### src/hw/vmpd_defs.vh
// constants for the vid / sleep-mode / phase decoder
`ifndef VMPD_DEFS_VH
`define VMPD_DEFS_VH
`define VMPD_CLK_MHZ 100
`define VMPD_PG_WAIT_US 10
`define VMPD_PG_WAIT_CYC (`VMPD_PG_WAIT_US * `VMPD_CLK_MHZ)
`define VMPD_RAMP_MIN_MS 3
`define VMPD_RAMP_MAX_MS 12
`define VMPD_RAMP_CYC (`VMPD_RAMP_MIN_MS * 1000 * `VMPD_CLK_MHZ)
`define VMPD_MASK_US 100
`define VMPD_MASK_CYC (`VMPD_MASK_US * `VMPD_CLK_MHZ)
`define VMPD_SLEW_CYC 9'h100
`define VMPD_FSW_MIN_KHZ 250
`define VMPD_FSW_MAX_KHZ 1000
`define VMPD_PER_MAX (`VMPD_CLK_MHZ * 1000 / `VMPD_FSW_MIN_KHZ)
`define VMPD_PER_MIN (`VMPD_CLK_MHZ * 1000 / `VMPD_FSW_MAX_KHZ)
`define VMPD_DAC_TOP_MV 11'h6ac
`define VMPD_DAC_STEP_MV 11'h010
`define VMPD_ADR_CTRL 8'h00
`define VMPD_ADR_PERIOD 8'h04
`define VMPD_ADR_DUTY 8'h08
`define VMPD_ADR_BOOT 8'h0c
`define VMPD_ADR_DEEP 8'h10
`define VMPD_ADR_DEEPER 8'h14
`define VMPD_ADR_STATUS 8'h18
`define VMPD_ADR_CMD 8'h1c
`define VMPD_ADR_VID 8'h20
`define VMPD_RST_PERIOD 9'h0c8
`define VMPD_RST_DUTY 9'h000
`define VMPD_RST_BOOT 11'h4b0
`define VMPD_RST_DEEP 11'h3e8
`define VMPD_RST_DEEPER 11'h2ee
`define VMPD_MODE_ACTIVE 2'h0
`define VMPD_MODE_DEEP 2'h1
`define VMPD_MODE_DEEPER 2'h2
`endif

### src/hw/vmpd_sync.v
// two-flop synchroniser for pin inputs
module vmpd_sync #(
  parameter W = 1
) (
  input wire clk_i,
  input wire rst_i,
  input wire ce_i,
  input wire [W-1:0] d_i,
  output reg [W-1:0] q_o
);
  reg [W-1:0] meta_r;
  always @(posedge clk_i) begin
    if (rst_i) begin
      meta_r <= {W{1'b0}};
      q_o <= {W{1'b0}};
    end else if (ce_i) begin
      meta_r <= d_i;
      q_o <= meta_r;
    end
  end
endmodule // vmpd_sync

### src/hw/vmpd_top.v
// vid decode, sleep-mode select, two-phase pwm timing and power-good control
//
// The Wishbone register port and the placing of the registers are this design's own decisions.
`include "vmpd_defs.vh"
// What this block and its system do
// two phases switch half a period apart
// select high two phases, low one phase
// system drives select from sleep signals
// code decodes to 1708 mV minus 16 mV/step
// system drives all code inputs always
// power-good masked during setpoint transitions
// active mode tracks code changes after start-up
// sleep inputs pick active, deep or deeper setpoint
// deep sleep lowers setpoint, enables diode emulation
// switching period held within 250 kHz..1 MHz
// boot setpoint, then code reached within 3..12 ms
// wait 10 us after power-good before ramp
// inputs registered before decoding
module vmpd_top #(
  parameter RAMP_CYC = `VMPD_RAMP_CYC,
  parameter MASK_CYC = `VMPD_MASK_CYC
) (
  input wire clk_i,
  input wire rst_i,
  input wire ce_i,
  input wire wb_cyc_i,
  input wire wb_stb_i,
  input wire wb_we_i,
  input wire [7:0] wb_adr_i,
  input wire [3:0] wb_sel_i,
  input wire [31:0] wb_dat_i,
  output reg [31:0] wb_dat_o,
  output reg wb_ack_o,
  input wire [5:0] voltage_id_code_i,
  input wire deep_sleep_enable_n_i,
  input wire deeper_sleep_enable_i,
  input wire phase_count_select_i,
  input wire power_good_i,
  input wire out_of_regulation_i,
  output reg power_good_o,
  output reg power_good_oe_n_o,
  output reg pwm1_o,
  output reg pwm2_o,
  output reg diode_emulation_o,
  output reg two_phase_o,
  output reg [1:0] mode_o,
  output reg [10:0] command_mv_o
);
  localparam ST_OFF = 5'h01;
  localparam ST_BOOT = 5'h02;
  localparam ST_WAIT = 5'h04;
  localparam ST_RAMP = 5'h08;
  localparam ST_RUN = 5'h10;
  localparam [31:0] PER_MAX_W = `VMPD_PER_MAX;
  localparam [31:0] PER_MIN_W = `VMPD_PER_MIN;
  localparam [31:0] PG_WAIT_LAST = `VMPD_PG_WAIT_CYC - 1;
  localparam [31:0] RAMP_LAST = RAMP_CYC - 1;
  localparam [31:0] MASK_LOAD = MASK_CYC;

  wire [10:0] pins_s;
  wire [5:0] vid_s;
  wire deep_sleep_enable_n_n_s, deeper_sleep_enable_s, pcs_s, pg_in_s, oor_s;
  vmpd_sync #(.W(11)) u_sync (
    .clk_i(clk_i),
    .rst_i(rst_i),
    .ce_i(ce_i),
    .d_i({voltage_id_code_i, deep_sleep_enable_n_i, deeper_sleep_enable_i, phase_count_select_i,
      power_good_i, out_of_regulation_i}),
    .q_o(pins_s)
  );
  assign vid_s = pins_s[10:5];
  assign deep_sleep_enable_n_n_s = pins_s[4];
  assign deeper_sleep_enable_s = pins_s[3];
  assign pcs_s = pins_s[2];
  assign pg_in_s = pins_s[1];
  assign oor_s = pins_s[0];

  reg run_en_r;
  reg [8:0] period_r, duty_r;
  reg [10:0] boot_r, deep_r, deeper_r;
  reg [5:0] vid_r;
  reg [4:0] state_r;
  reg [18:0] tmr_r;
  reg [8:0] slew_r;
  reg [13:0] mask_r;
  reg [8:0] cnt_r;
  reg [10:0] target_prev_r;

  // code to millivolts
  wire [10:0] vid_mv = `VMPD_DAC_TOP_MV - (`VMPD_DAC_STEP_MV * {5'h00, vid_r});
  reg [1:0] mode_nxt;
  reg [10:0] target_nxt;
  always @* begin
    case ({deep_sleep_enable_n_n_s, deeper_sleep_enable_s})
      2'b10: begin
        mode_nxt = `VMPD_MODE_ACTIVE;
        target_nxt = vid_mv;
      end
      2'b00: begin
        mode_nxt = `VMPD_MODE_DEEP;
        target_nxt = deep_r;
      end
      default: begin
        mode_nxt = `VMPD_MODE_DEEPER;
        target_nxt = deeper_r;
      end
    endcase
  end

  // period clamp on write
  wire [8:0] per_w = wb_dat_i[8:0] > PER_MAX_W[8:0] ? PER_MAX_W[8:0] : wb_dat_i[8:0];
  wire [8:0] per_c = per_w < PER_MIN_W[8:0] ? PER_MIN_W[8:0] : per_w;
  wire [8:0] half_w = {1'b0, period_r[8:1]};
  wire [8:0] cnt2_w = (cnt_r >= half_w) ? cnt_r - half_w : cnt_r + (period_r - half_w);
  wire wb_req = wb_cyc_i & wb_stb_i & ~wb_ack_o;
  wire wb_wr = wb_req & wb_we_i & wb_sel_i[0];
  wire switching = ~state_r[0];

  // register bus
  always @(posedge clk_i) begin
    if (rst_i) begin
      wb_ack_o <= 1'b0;
      wb_dat_o <= 32'h0000_0000;
      run_en_r <= 1'b0;
      period_r <= `VMPD_RST_PERIOD;
      duty_r <= `VMPD_RST_DUTY;
      boot_r <= `VMPD_RST_BOOT;
      deep_r <= `VMPD_RST_DEEP;
      deeper_r <= `VMPD_RST_DEEPER;
    end else if (ce_i) begin
      wb_ack_o <= wb_req;
      wb_dat_o <= 32'h0000_0000;
      if (wb_req & ~wb_we_i) begin
        case (wb_adr_i)
          `VMPD_ADR_CTRL: wb_dat_o <= {31'h0, run_en_r};
          `VMPD_ADR_PERIOD: wb_dat_o <= {23'h0, period_r};
          `VMPD_ADR_DUTY: wb_dat_o <= {23'h0, duty_r};
          `VMPD_ADR_BOOT: wb_dat_o <= {21'h0, boot_r};
          `VMPD_ADR_DEEP: wb_dat_o <= {21'h0, deep_r};
          `VMPD_ADR_DEEPER: wb_dat_o <= {21'h0, deeper_r};
          `VMPD_ADR_STATUS: wb_dat_o <= {21'h0, ~power_good_oe_n_o, state_r, mask_r != 14'h0,
            diode_emulation_o, mode_o, two_phase_o};
          `VMPD_ADR_CMD: wb_dat_o <= {21'h0, command_mv_o};
          `VMPD_ADR_VID: wb_dat_o <= {26'h0, vid_r};
          default: wb_dat_o <= 32'h0000_0000;
        endcase
      end
      if (wb_wr) begin
        case (wb_adr_i)
          `VMPD_ADR_CTRL: run_en_r <= wb_dat_i[0];
          `VMPD_ADR_PERIOD: period_r <= per_c;
          `VMPD_ADR_DUTY: duty_r <= wb_dat_i[8:0];
          `VMPD_ADR_BOOT: boot_r <= {wb_sel_i[1] ? wb_dat_i[10:8] : boot_r[10:8], wb_dat_i[7:0]};
          `VMPD_ADR_DEEP: deep_r <= {wb_sel_i[1] ? wb_dat_i[10:8] : deep_r[10:8], wb_dat_i[7:0]};
          `VMPD_ADR_DEEPER: deeper_r <= {wb_sel_i[1] ? wb_dat_i[10:8] : deeper_r[10:8], wb_dat_i[7:0]};
          default: ;
        endcase
      end
    end
  end

  // start-up sequencer and setpoint slew
  always @(posedge clk_i) begin
    if (rst_i) begin
      state_r <= ST_OFF;
      tmr_r <= 19'h00000;
      slew_r <= 9'h000;
      vid_r <= 6'h00;
      mode_o <= `VMPD_MODE_ACTIVE;
      command_mv_o <= 11'h000;
      target_prev_r <= 11'h000;
      mask_r <= 14'h0000;
    end else if (ce_i) begin
      target_prev_r <= target_nxt;
      case (state_r)
        ST_OFF: begin
          command_mv_o <= 11'h000;
          if (run_en_r) begin
            state_r <= ST_BOOT;
          end
        end
        ST_BOOT: begin
          command_mv_o <= boot_r;
          tmr_r <= 19'h00000;
          slew_r <= 9'h000;
          if (pg_in_s) begin
            state_r <= ST_WAIT;
          end
        end
        ST_WAIT: begin
          tmr_r <= tmr_r + 19'h00001;
          if (tmr_r == PG_WAIT_LAST[18:0]) begin
            vid_r <= vid_s;
            tmr_r <= 19'h00000;
            state_r <= ST_RAMP;
          end
        end
        ST_RAMP: begin
          tmr_r <= tmr_r + 19'h00001;
          slew_r <= (slew_r == `VMPD_SLEW_CYC - 9'h001) ? 9'h000 : slew_r + 9'h001;
          if (tmr_r == RAMP_LAST[18:0]) begin
            command_mv_o <= vid_mv;
            mode_o <= mode_nxt;
            state_r <= ST_RUN;
          end else if (slew_r == 9'h000 && command_mv_o != vid_mv) begin
            command_mv_o <= (command_mv_o < vid_mv) ? command_mv_o + 11'h001 : command_mv_o - 11'h001;
          end
        end
        ST_RUN: begin
          vid_r <= vid_s;
          mode_o <= mode_nxt;
          command_mv_o <= target_nxt;
          if (target_nxt != target_prev_r || mode_nxt != mode_o) begin
            mask_r <= MASK_LOAD[13:0];
          end else if (mask_r != 14'h0000) begin
            mask_r <= mask_r - 14'h0001;
          end
        end
        default: state_r <= ST_OFF;
      endcase
      if (~run_en_r) begin
        state_r <= ST_OFF;
        mask_r <= 14'h0000;
      end
    end
  end

  // phase timing and pin outputs
  always @(posedge clk_i) begin
    if (rst_i) begin
      cnt_r <= 9'h000;
      pwm1_o <= 1'b0;
      pwm2_o <= 1'b0;
      two_phase_o <= 1'b0;
      diode_emulation_o <= 1'b0;
      power_good_o <= 1'b0;
      power_good_oe_n_o <= 1'b1;
    end else if (ce_i) begin
      cnt_r <= (cnt_r >= period_r - 9'h001) ? 9'h000 : cnt_r + 9'h001;
      two_phase_o <= pcs_s;
      pwm1_o <= switching & (cnt_r < duty_r);
      pwm2_o <= switching & pcs_s & (cnt2_w < duty_r);
      diode_emulation_o <= state_r[4] & (mode_nxt == `VMPD_MODE_DEEP);
      power_good_o <= 1'b0;
      power_good_oe_n_o <= ~(state_r[0] | (state_r[4] & oor_s & (mask_r == 14'h0000)));
    end
  end
endmodule // vmpd_top

### config.mk
export PLATFORM = sky130hd
export DESIGN_NAME = vmpd_top
export DESIGN_NICKNAME = d
export VERILOG_FILES = /design/src/hw/vmpd_sync.v /design/src/hw/vmpd_top.v
export VERILOG_INCLUDE_DIRS = /design/src /design/src/hw
export SDC_FILE = /design/constraint.sdc
export NUM_CORES = 1
export LEC_CHECK = 0
export ABC_AREA = 1
export BUFFER_PORTS_ARGS = -buffer_cell sky130_fd_sc_hd__buf_4
export CORE_ASPECT_RATIO = 1.4
export CORE_MARGIN = 2
export CORE_UTILIZATION = 59
export CTS_CLUSTER_DIAMETER = 50
export DETAILED_ROUTE_END_ITERATION = 8
export PLACE_DENSITY = 0.78
export SYNTH_ARGS = -nofsm -noshare
export SYNTH_HDL_FRONTEND = slang
export SYNTH_SLANG_ARGS = --single-unit
export TNS_END_PERCENT = 30
### constraint.sdc
create_clock -name clk_i -period 3.6 [get_ports clk_i]
set_input_delay 0.18 -clock clk_i [delete_from_list [all_inputs] [get_ports clk_i]]
set_output_delay 0.18 -clock clk_i [all_outputs]
set_load 0.05 [all_outputs]
After elaboration in Yosys (flattened, before gate mapping)
Index checks and enable logic that the tools add are counted.

Add/subtract/negate cells: 11. Magnitude comparators: 7. Eq/ne operators: 30. Mux-type cells: 29. Bitwise operators: 17. Reductions and logical operators: 28.

Operators with widths (count): case mux 11 bit (9 select lines) (1); case mux 19 bit (3 select lines) (1); two-way mux 14 bit (4); two-way mux 9 bit (5); two-way mux 11 bit (4); case mux 11 bit (4 select lines) (1); equality test 8 x 5 -> 1 bit, second input constant (4); AND reduction 3 bit (10); case mux 5 bit (5 select lines) (1); != test 11 bit (2); case mux 11 bit (2 select lines) (1); two-way mux 5 bit (4); adder 19 x 1 -> 19 bit, second input constant (1); equality test 19 x 10 -> 1 bit, second input constant (1); equality test 19 bit, second input constant (1); two-way mux 19 bit (1); adder 9 x 1 -> 9 bit, second input constant (2); less-than comparator 9 bit (2); case mux 9 bit (2 select lines) (1); subtractor 9 x 8 -> 9 bit (2); equality test 8 x 4 -> 1 bit, second input constant (2); zero test 14 bit (1); nonzero test 14 bit (1); subtractor 14 x 1 -> 14 bit, second input constant (1); 44 further kinds (68).

Bits in registers: 198. Input port bits: 61. Output and inout bits: 52. Word-level logic and storage cells: 149.

Logic depth before layout (Yosys ltp)
Gate-level depths: netlist (run 1).

Depth in word-level cells: 7. Mapped depth: 25. Mapped depth without buffers: 25.

By module
From an unflattened synthesis (run 1), not the netlist that was laid out.

Cells, all modules: 1692. Area, all modules: 11578.6 um^2.

By module, submodules not included: vmpd_top (instances 1, cells an instance 1552, area each 10652.7 um^2, seq. area each 3103.0 um^2); vmpd_sync (instances 1, cells an instance 140, area each 925.9 um^2, seq. area each 440.4 um^2).

Worst setup path after synthesis (run 1)
Ideal clock, no wire load.

Kind: flip-flop to flip-flop. From: reg vid_r[0]. To: reg command_mv_o[8]. Setup time: 132 ps. Data arrival time: 3114 ps. Required time: 3468 ps. Setup slack: 354 ps. Cell stages (with the launch flop): 22. Buffers on the path: 0. Clock period less this slack: 3246 ps. Cell sequence: dfxtp_1 ha_1 inv_1 nand2_1 nand2_1 a21oi_1 ha_1 a21oi_1 o21a_1 nand3_1 ha_1 a21oi_1 nand2_1 a21oi_1 nor2_1 nor2_1 xor2_1 nand2_1 nand2_1 nand3_1 nand2_1 a21oi_1.

Cells in the longest elaborated chain, start to end: 6. Elaborated cells between the ends (all ways): 11. Classes of those cells: add/sub: 1; order compare: 1; eq/ne: 2; mux: 5; reduce/logical: 2.

RTL lines: start: declaration (RTL line vmpd_top.v:81) `reg [5:0] vid_r;`; start signal: assignment (RTL line vmpd_top.v:193) `vid_r <= vid_s;`; start signal: assignment (RTL line vmpd_top.v:210) `vid_r <= vid_s;`; subtractor 11 x 10 -> 11 bit (no line) (*); less-than comparator 11 bit (RTL line vmpd_top.v:206) `command_mv_o <= (command_mv_o < vid_mv) ? command_mv_o + 11'h001 : command_mv_o - 11'h001;`; two-way mux 11 bit (RTL line vmpd_top.v:206); two-way mux 11 bit (RTL line vmpd_top.v:205) `end else if (slew_r == 9'h000 && command_mv_o != vid_mv) begin`; two-way mux 11 bit (RTL line vmpd_top.v:201) `if (tmr_r == RAMP_LAST[18:0]) begin`; case mux 11 bit (4 select lines) (RTL line vmpd_top.v:175) `case (state_r)`; end signal: assignment (RTL line vmpd_top.v:202) `command_mv_o <= vid_mv;`; end signal: assignment (RTL line vmpd_top.v:206); end signal: assignment (RTL line vmpd_top.v:212) `command_mv_o <= target_nxt;`; end: declaration (RTL line vmpd_top.v:47) `output reg [10:0] command_mv_o`.

Every way passes the cells marked *; elsewhere a longest branch is shown, timed or not. The select of a mux whose other input is x is not followed. A chain may end at the register's enable or synchronous reset.

Worst setup path after layout (run 1)
From: reg period_r[2]. To: reg pwm2_o.

Cells in the longest elaborated chain, start to end: 5. Elaborated cells between the ends (all ways): 7. Classes of those cells: add/sub: 3; order compare: 2; mux: 1; bitwise: 1.

RTL lines: start: declaration (RTL line vmpd_top.v:79) `reg [8:0] period_r, duty_r;`; start signal: assignment (RTL line vmpd_top.v:125) `` period_r <= `VMPD_RST_PERIOD; ``; start signal: assignment (RTL line vmpd_top.v:151) `` `VMPD_ADR_PERIOD: period_r <= per_c; ``; subtractor 9 x 8 -> 9 bit (RTL line vmpd_top.v:114) `wire [8:0] cnt2_w = (cnt_r >= half_w) ? cnt_r - half_w : cnt_r + (period_r - half_w);`; adder 9 bit (RTL line vmpd_top.v:114); two-way mux 9 bit (*) (RTL line vmpd_top.v:114); less-than comparator 9 bit (*) (RTL line vmpd_top.v:242) `pwm2_o <= switching & pcs_s & (cnt2_w < duty_r);`; AND 1 bit (*) (RTL line vmpd_top.v:242); end signal: assignment (RTL line vmpd_top.v:242); end: declaration (RTL line vmpd_top.v:43) `output reg pwm2_o,`.

Every way passes the cells marked *; elsewhere a longest branch is shown, timed or not.

==> results of run 1 <==
==> final cells by class <==
type,count,area (um2),share of cell area (%)
well taps,244,305,2.37
multi-input cells,1199,6670,51.6
flip-flops and latches,177,3550,27.5
clock inverters,15,168,1.30
clock buffers,17,425,3.30
repair buffers,127,987,7.65
inverters,214,803,6.22
==> tightest hold or removal path, delay by kind of cell <==
kind,cells,cell delay [ns]
buffers and inverters,1,0.10
AND/OR/NAND/NOR,2,0.15
==> power by group through the flow <==
stage	Combinational, mW	Sequential, mW	Clock (mW)
finish	0.460	2.03	1.90
global route	0.508	2.03	1.99
CTS	0.446	2.03	1.90
detailed placement	0.434	2.08	0
global placement	0.424	2.07	0
floorplan	0.327	2.08	0
==> final timing paths <==
check	slack, ns	endpoint	cells after the start
worst min-delay path	0.008	boot_r[10]	3
worst max register to register	0.16	pwm2_o	21
worst max-delay path	0.16	pwm2_o	21
worst min register to register	0.47	pwm1_o	2
==> registers in the layout (all words and copies together), names as in the netlist, 2 cells and up <==
register and count:
mask_r 14, deep_r 11, u_sync.q_o 11, deeper_r 11, cnt_r 9, boot_r 11
mode_o 2, u_sync.meta_r 11, period_r 9, state_r 5, slew_r 9, wb_dat_o 11
target_prev_r 11, tmr_r 19, command_mv_o 11, vid_r 6, duty_r 9
==> layer usage <==
layer  share of wire, %  vias up  wire (um)  track usage [%]
li1                   -     5557          -                -
met1                 35     5217      12600             37.5
met2                 50      469      17800             60.6
met3                6.3      171       2250             5.82
met4                8.7        0       3120             27.5
met5                  0        -          0                0
==> Yosys cell counts (all sizes together), types with 2 or more instances <==
cell / number
a211oi: 9
a21oi: 154
a221oi: 3
a22oi: 3
a31oi: 2
and2: 2
buf: 38
clkbuf: 31
clkinv: 4
dfxtp: 177
fa: 10
ha: 72
inv: 210
nand2: 332
nand3: 87
nand3b: 3
nand4: 30
nor2: 197
nor3: 24
nor3b: 5
nor4: 11
o2111ai: 3
o211ai: 22
o21ai: 123
o221ai: 4
o22ai: 18
or2: 4
xnor2: 13
xor2: 37
==> cell families (layout without fill, tap and decap cells) <==
kind of cell    Yosys count  in the layout
compound gates          348            348
fa+ha+maj                82             82
other cells               1             22
flops                   177            177
buf+inv                 283            373
xor+xnor                 50             50
mux                       1              1
simple gates            696            696
==> stage by stage <==
| step | TNS (ns) | util, % | hold WS, ns | setup WS (ns) | std cells |
|---|---|---|---|---|---|
| 3_5_place_dp | 0 | 64.6 | 0.410 | 0.0737 | 1945 |
| 5_1_grt | -0.113 | 69.4 | 0.0279 | -0.0459 | 1993 |
| 6_report | 0 | 69.4 | 0.00814 | 0.164 | 1993 |
| 3_3_place_gp | 0 | 64.6 | 0.402 | 0.147 | 1945 |
| 2_1_floorplan | 0 | - | 0.306 | 0.354 | 1659 |
| 4_1_cts | 0 | 68.5 | 0.0119 | 0.0378 | 1989 |
==> cells in the final DEF, fill, tap and decap left out, types with 4 or more instances in the layout <==
| master | instances |
|---|---|
| nand2_1 | 324 |
| inv_1 | 206 |
| nor2_1 | 191 |
| dfxtp_1 | 172 |
| a21oi_1 | 146 |
| o21ai_0 | 116 |
| buf_4 | 114 |
| nand3_1 | 81 |
| ha_1 | 65 |
| xor2_1 | 37 |
| nand4_1 | 30 |
| nor3_1 | 22 |
| o211ai_1 | 22 |
| conb_1 | 22 |
| o22ai_1 | 18 |
| clkbuf_16 | 17 |
| xnor2_1 | 13 |
| dlygate4sd3_1 | 12 |
| nor4_1 | 11 |
| a211oi_1 | 9 |
| fa_1 | 8 |
| a21oi_2 | 7 |
| o21ai_1 | 7 |
| nand2_2 | 7 |
| inv_6 | 6 |
| nand3_2 | 5 |
| nor3b_1 | 5 |
| ha_4 | 5 |
| inv_2 | 4 |
| o221ai_1 | 4 |
| nor2_2 | 4 |
| clkinv_1 | 4 |
==> what timing repair did <==
action,in CTS,in global routing
hold endpoints to repair,12,0
buffers inserted,0,3
setup endpoints to repair,0,8
hold buffers,12,0
gates resized for setup,0,40
==> impl_metrics.tcl, run 1 <==
set metrics [dict create \
    skew_ns 0.0109 \
    final_area_um2 12900 \
    min_from "wb_dat_i[10]" \
    antennaDiodeCount 0 \
    setup-violations-final 0 \
    die_h_um 167 \
    core_um2 18600 \
    synthAdderAreaFrac_pct 9.83 \
    overflow 0 \
    crit_slowest_cell "fa_1" \
    synth_top_family_by_area "simple AND/OR/NAND/NOR gates" \
    synth_mux_area_share_pct 0.0894 \
    die-area_um2 20100 \
    clock_tree.root_cell "clkbuf_16" \
    drtAntennaViolNets 0 \
    outcome "finished clean" \
    fin_nets 1879 \
    internal-power_mw 3.13 \
    p_sw_mw 1.26 \
    p_per_area_nw_per_um2 340 \
    startpoint_type "flop" \
    synth_top_cell_by_area "dfxtp_1" \
    finalCritPeriodShare_pct 95.4 \
    relSlewSlack_pct 28.0 \
    postSynth.asyncResetShare_pct 0 \
    critical_path_arrival_ns 3.82 \
    synth_xor_area_share_pct 3.91 \
    ys.flop_type "dfxtp_1" \
    port-buffer-count 67 \
    worstPathCellList "buf_4 -> fa_1 -> inv_1 -> fa_2 -> nand3_2 -> nand3_2 -> nand2_1 -> nand2_1 -> nand2_1 -> nand2_1 -> or2_2 -> nand3_1 -> o21ai_1 -> ha_1 -> a21oi_1 -> nor2_1 -> o21ai_1 -> nand4_1 -> nor2_1 -> nand2_1 -> a21oi_1" \
    fmax_mhz 291 \
    cpMostUsedCell "nand2_1" \
    path_class "flop to flop" \
    grt_max_degree 53 \
    clk_latency_ns 0.45 \
    syn_inst 1638 \
    drv_slew 0 \
    routed_wl_um 35800 \
    num-fill-cells 1647 \
    synthTopCellsByArea "dfxtp_1, nand2_1, ha_1, inv_1, a21oi_1" \
    reg2reg_from "period_r[2]" \
    grt_first_pass_wirelength_um 55100 \
    synth_simple_gate_area_share_pct 26.6 \
    vias 11400 \
    dpl.hpwl_um 26600 \
    critPathMaxStageDelay_ns 0.50 \
    synth_area_per_cell_um2 6.84 \
    fin_crit_ns 3.44 \
    drt-vias-per-instance 5.73 \
    cp_num_buf_inv 2 \
    track_usage_pct 35.1 \
    p_leak_nw 5.80 \
    pwr-share-clk_pct 43.3 \
    syn_area_um2 11200 \
    synth-edff-count 0 \
    drtIter0Drc 1026 \
    synth-seq-area-share_pct 31.6 \
    routedWlPerCell_um 18.0 \
    die_w_um 120 \
    synth_top_cell_area_share_pct 31.6 \
    cts_buffers 17 \
    ios 113 \
    sw_frac_of_total_pct 28.8 \
    yosysWarnings 0 \
    hold_violations 0 \
    drc 0 \
    gp_congestion 1.03 \
    hold_path.class "primary input to flop" \
    antenna_found_initial 0 \
    drive_gt1_share_pct 11.4 \
    area_growth_pct 15.3 \
    grt_pass1_vias 10900 \
    crit_family "adder cells" \
    ir_worst_vdd_mv 0.319 \
    synth_seq_cells 177 \
    synth.distinct_cells 56 \
    crit_start "period_r[2]" \
    cp_max_fo 3 \
    seqPwrFrac_pct 46.2 \
    drt-pass1-iter-count 8 \
    clkTransAtPathRegs_ns 0.08 \
    ctsLongestPathBuffers 2 \
    placed_area_um2 12000 \
    synth_compound_area_share_pct 17.3 \
    combPwrFrac_pct 10.5 \
    cts.sinks 177 \
    power.total_mw 4.39 \
    cts_tree "built" \
    htree_levels 4 \
    crit_required_ns 3.98 \
    tightest_slew_ns 1.07 \
    crit_path_end_kind "flop" \
    initial_core_util_pct 60.2 \
    cap_viol_max_count 0 \
    rows 59 \
]
Power figures use the tool's default switching activity.
==> inputs of run 2 (changes only) <==
--- a/config.mk
+++ b/config.mk
@@ -10,5 +10,5 @@
 export BUFFER_PORTS_ARGS = -buffer_cell sky130_fd_sc_hd__buf_4
 export CORE_ASPECT_RATIO = 1.4
-export CORE_MARGIN = 2
+export CORE_MARGIN = 3
 export CORE_UTILIZATION = 59
 export CTS_CLUSTER_DIAMETER = 50
==> constraint.sdc (replaced) <==
create_clock -name clk_i -period 3.6 [get_ports clk_i]
set_input_delay 0.18 -clock clk_i [delete_from_list [all_inputs] [get_ports clk_i]]
set_output_delay 0.18 -clock clk_i [all_outputs]
set_load 0.01 [all_outputs]
==> impl_metrics.tcl, run 2 (same netlist as run 1, synthesis figures left out) <==
set metrics [dict create \
    gp_congestion 0.993 \
    dp.cells 1950 \
    drv_slew 0 \
    pwr-share-clk_pct 43.1 \
    track_usage_pct 34.2 \
    drt-vias-per-instance 5.74 \
    p_leak_nw 5.80 \
    critical_path_arrival_ns 3.76 \
    die_w_um 122 \
    final_cell_mix "nand2_1, inv_1, nor2_1" \
    clk_latency_ns 0.44 \
    finalCritPeriodShare_pct 96.1 \
    vias 11500 \
    cp_max_fo 7 \
    internal-power_mw 3.08 \
    rows 59 \
    p_sw_mw 1.20 \
    cp_num_buf_inv 2 \
    p_per_area_nw_per_um2 331 \
    antenna_found_initial 0 \
    crit_slowest_cell "dfxtp_1" \
    core_um2 18600 \
    cpMostUsedCell "nand2_1" \
    fin_crit_ns 3.46 \
    crit_family "simple AND/OR/NAND/NOR gates" \
    fmax_mhz 289 \
    ios 113 \
    routedWlPerCell_um 17.6 \
    tightest_slew_ns 1.21 \
    clock_tree.root_cell "clkbuf_16" \
    antennaDiodeCount 0 \
    fin_util_pct 69.6 \
    num-fill-cells 1645 \
    sw_frac_of_total_pct 28.1 \
    power.total_mw 4.29 \
    dpl.hpwl_um 26700 \
    drtAntennaViolNets 0 \
    seqPwrFrac_pct 47.3 \
    finalNonFillerCells 1997 \
    area_growth_pct 15.6 \
    startpoint_type "flop" \
    die-area_um2 20700 \
    drive_gt1_share_pct 11.6 \
    largest_register_ffs 19 \
    setup-violations-final 0 \
    grt_first_pass_wirelength_um 55200 \
    grt_pass1_vias 11000 \
    top_regs "tmr_r (19), mask_r (14)" \
    crit_path_end_kind "flop" \
    routed_wl_um 35200 \
    outcome "finished clean" \
    setup_ws_ns 0.142 \
    top_register "tmr_r" \
    hold_path.class "primary input to flop" \
    relSlewSlack_pct 18.4 \
    skew_ns 0.00852 \
    ctsLongestPathBuffers 2 \
    hold_violations 0 \
    drc 0 \
    cts_buffers 17 \
    cap_viol_max_count 0 \
    place_ws_ns 0.000122 \
    path_class "flop to flop" \
    drtIter0Drc 933 \
    overflow 0 \
    clkTransAtPathRegs_ns 0.07 \
    cts_tree "built" \
    combPwrFrac_pct 9.6 \
    htree_levels 4 \
    grt_max_degree 55 \
    drt-pass1-iter-count 5 \
    critPathMaxStageDelay_ns 0.35 \
    ir_worst_vdd_mv 0.312 \
    cts.sinks 177 \
    crit_required_ns 3.91 \
    port-buffer-count 67 \
    initial_core_util_pct 60.2 \
    rsz0062_at_grt "true" \
    fin_nets 1883 \
    die_h_um 169 \
    final_common_cell "nand2_1" \
]
-- run 2: metrics by stage --
step / instance area, um2 / hold WS (ns) / TNS (ns)
2_1_floorplan: 11300 / 0.306 / 0
3_5_place_dp: 12100 / 0.406 / 0
4_1_cts: 12800 / 0.00758 / 0
6_report: 12900 / 0.0141 / 0
5_1_grt: 12900 / 0.0349 / -0.223
3_3_place_gp: 12100 / 0.404 / 0
-- run 2: worst register-to-register path, cell delays in order (launching register included) --
cell and delay [ns]:
dfxtp_1 0.35, buf_4 0.16, nand2_1 0.07, nand2_1 0.06, nand2_1 0.09, nand2_1 0.08
nand2_1 0.06, nand2_1 0.12, inv_1 0.06, ha_1 0.27, nand2_1 0.07, nor2_1 0.15
nand2_1 0.13, nand3_4 0.15, ha_1 0.30, a21oi_1 0.20, nand2_1 0.10, a21oi_1 0.18
nor2_1 0.06, nor2_1 0.11, xor2_1 0.19, nand2_1 0.11, nand2_1 0.09, nand3_1 0.06
nand2_1 0.06, a21oi_1 0.05
-- run 2: worst paths after layout --
check / startpoint / end / slack (ns) / cells after the start
max reg2reg: vid_r[0] / command_mv_o[8] / 0.14 / 25
max: vid_r[0] / command_mv_o[8] / 0.14 / 25
min reg2reg: wb_dat_o[9] / wb_dat_o[9] / 0.47 / 2
min: wb_dat_i[10] / boot_r[10] / 0.01 / 3
-- run 2: cell type report --
type	count	area [um2]	area share, %
multi-input cells	1199	6690	51.7
flip-flops and latches	177	3550	27.4
repair buffers	131	1010	7.83
inverters	214	803	6.21
clock buffers	18	439	3.39
well taps	244	305	2.36
clock inverters	14	141	1.09
-- run 2: power groups by stage --
| stage | combinational, mW | sequential [mW] | clock [mW] |
|---|---|---|---|
| after floorplan | 0.286 | 2.07 | 0 |
| after global placement | 0.378 | 2.07 | 0 |
| after detailed placement | 0.387 | 2.07 | 0 |
| after CTS | 0.401 | 2.03 | 1.86 |
| after global routing | 0.458 | 2.03 | 1.94 |
| final | 0.412 | 2.03 | 1.85 |
-- run 2: what timing repair did --
item / in CTS / in global routing
hold buffers: 12 / 0
pin swaps: 1 / 6
endpoints found under the hold margin: 12 / 0
resized for setup: 2 / 37
endpoints found under the setup margin: 3 / 11
setup buffers: 0 / 3
-- run 2: layer usage --
metal	vias up	share of wire (%)	track usage, %	routed length, um
li1	5579	-	-	-
met1	5269	36	36.2	12700
met2	439	49	59.1	17400
met3	179	5.1	5.38	1790
met4	0	9.5	27.8	3340
met5	-	0	0	0
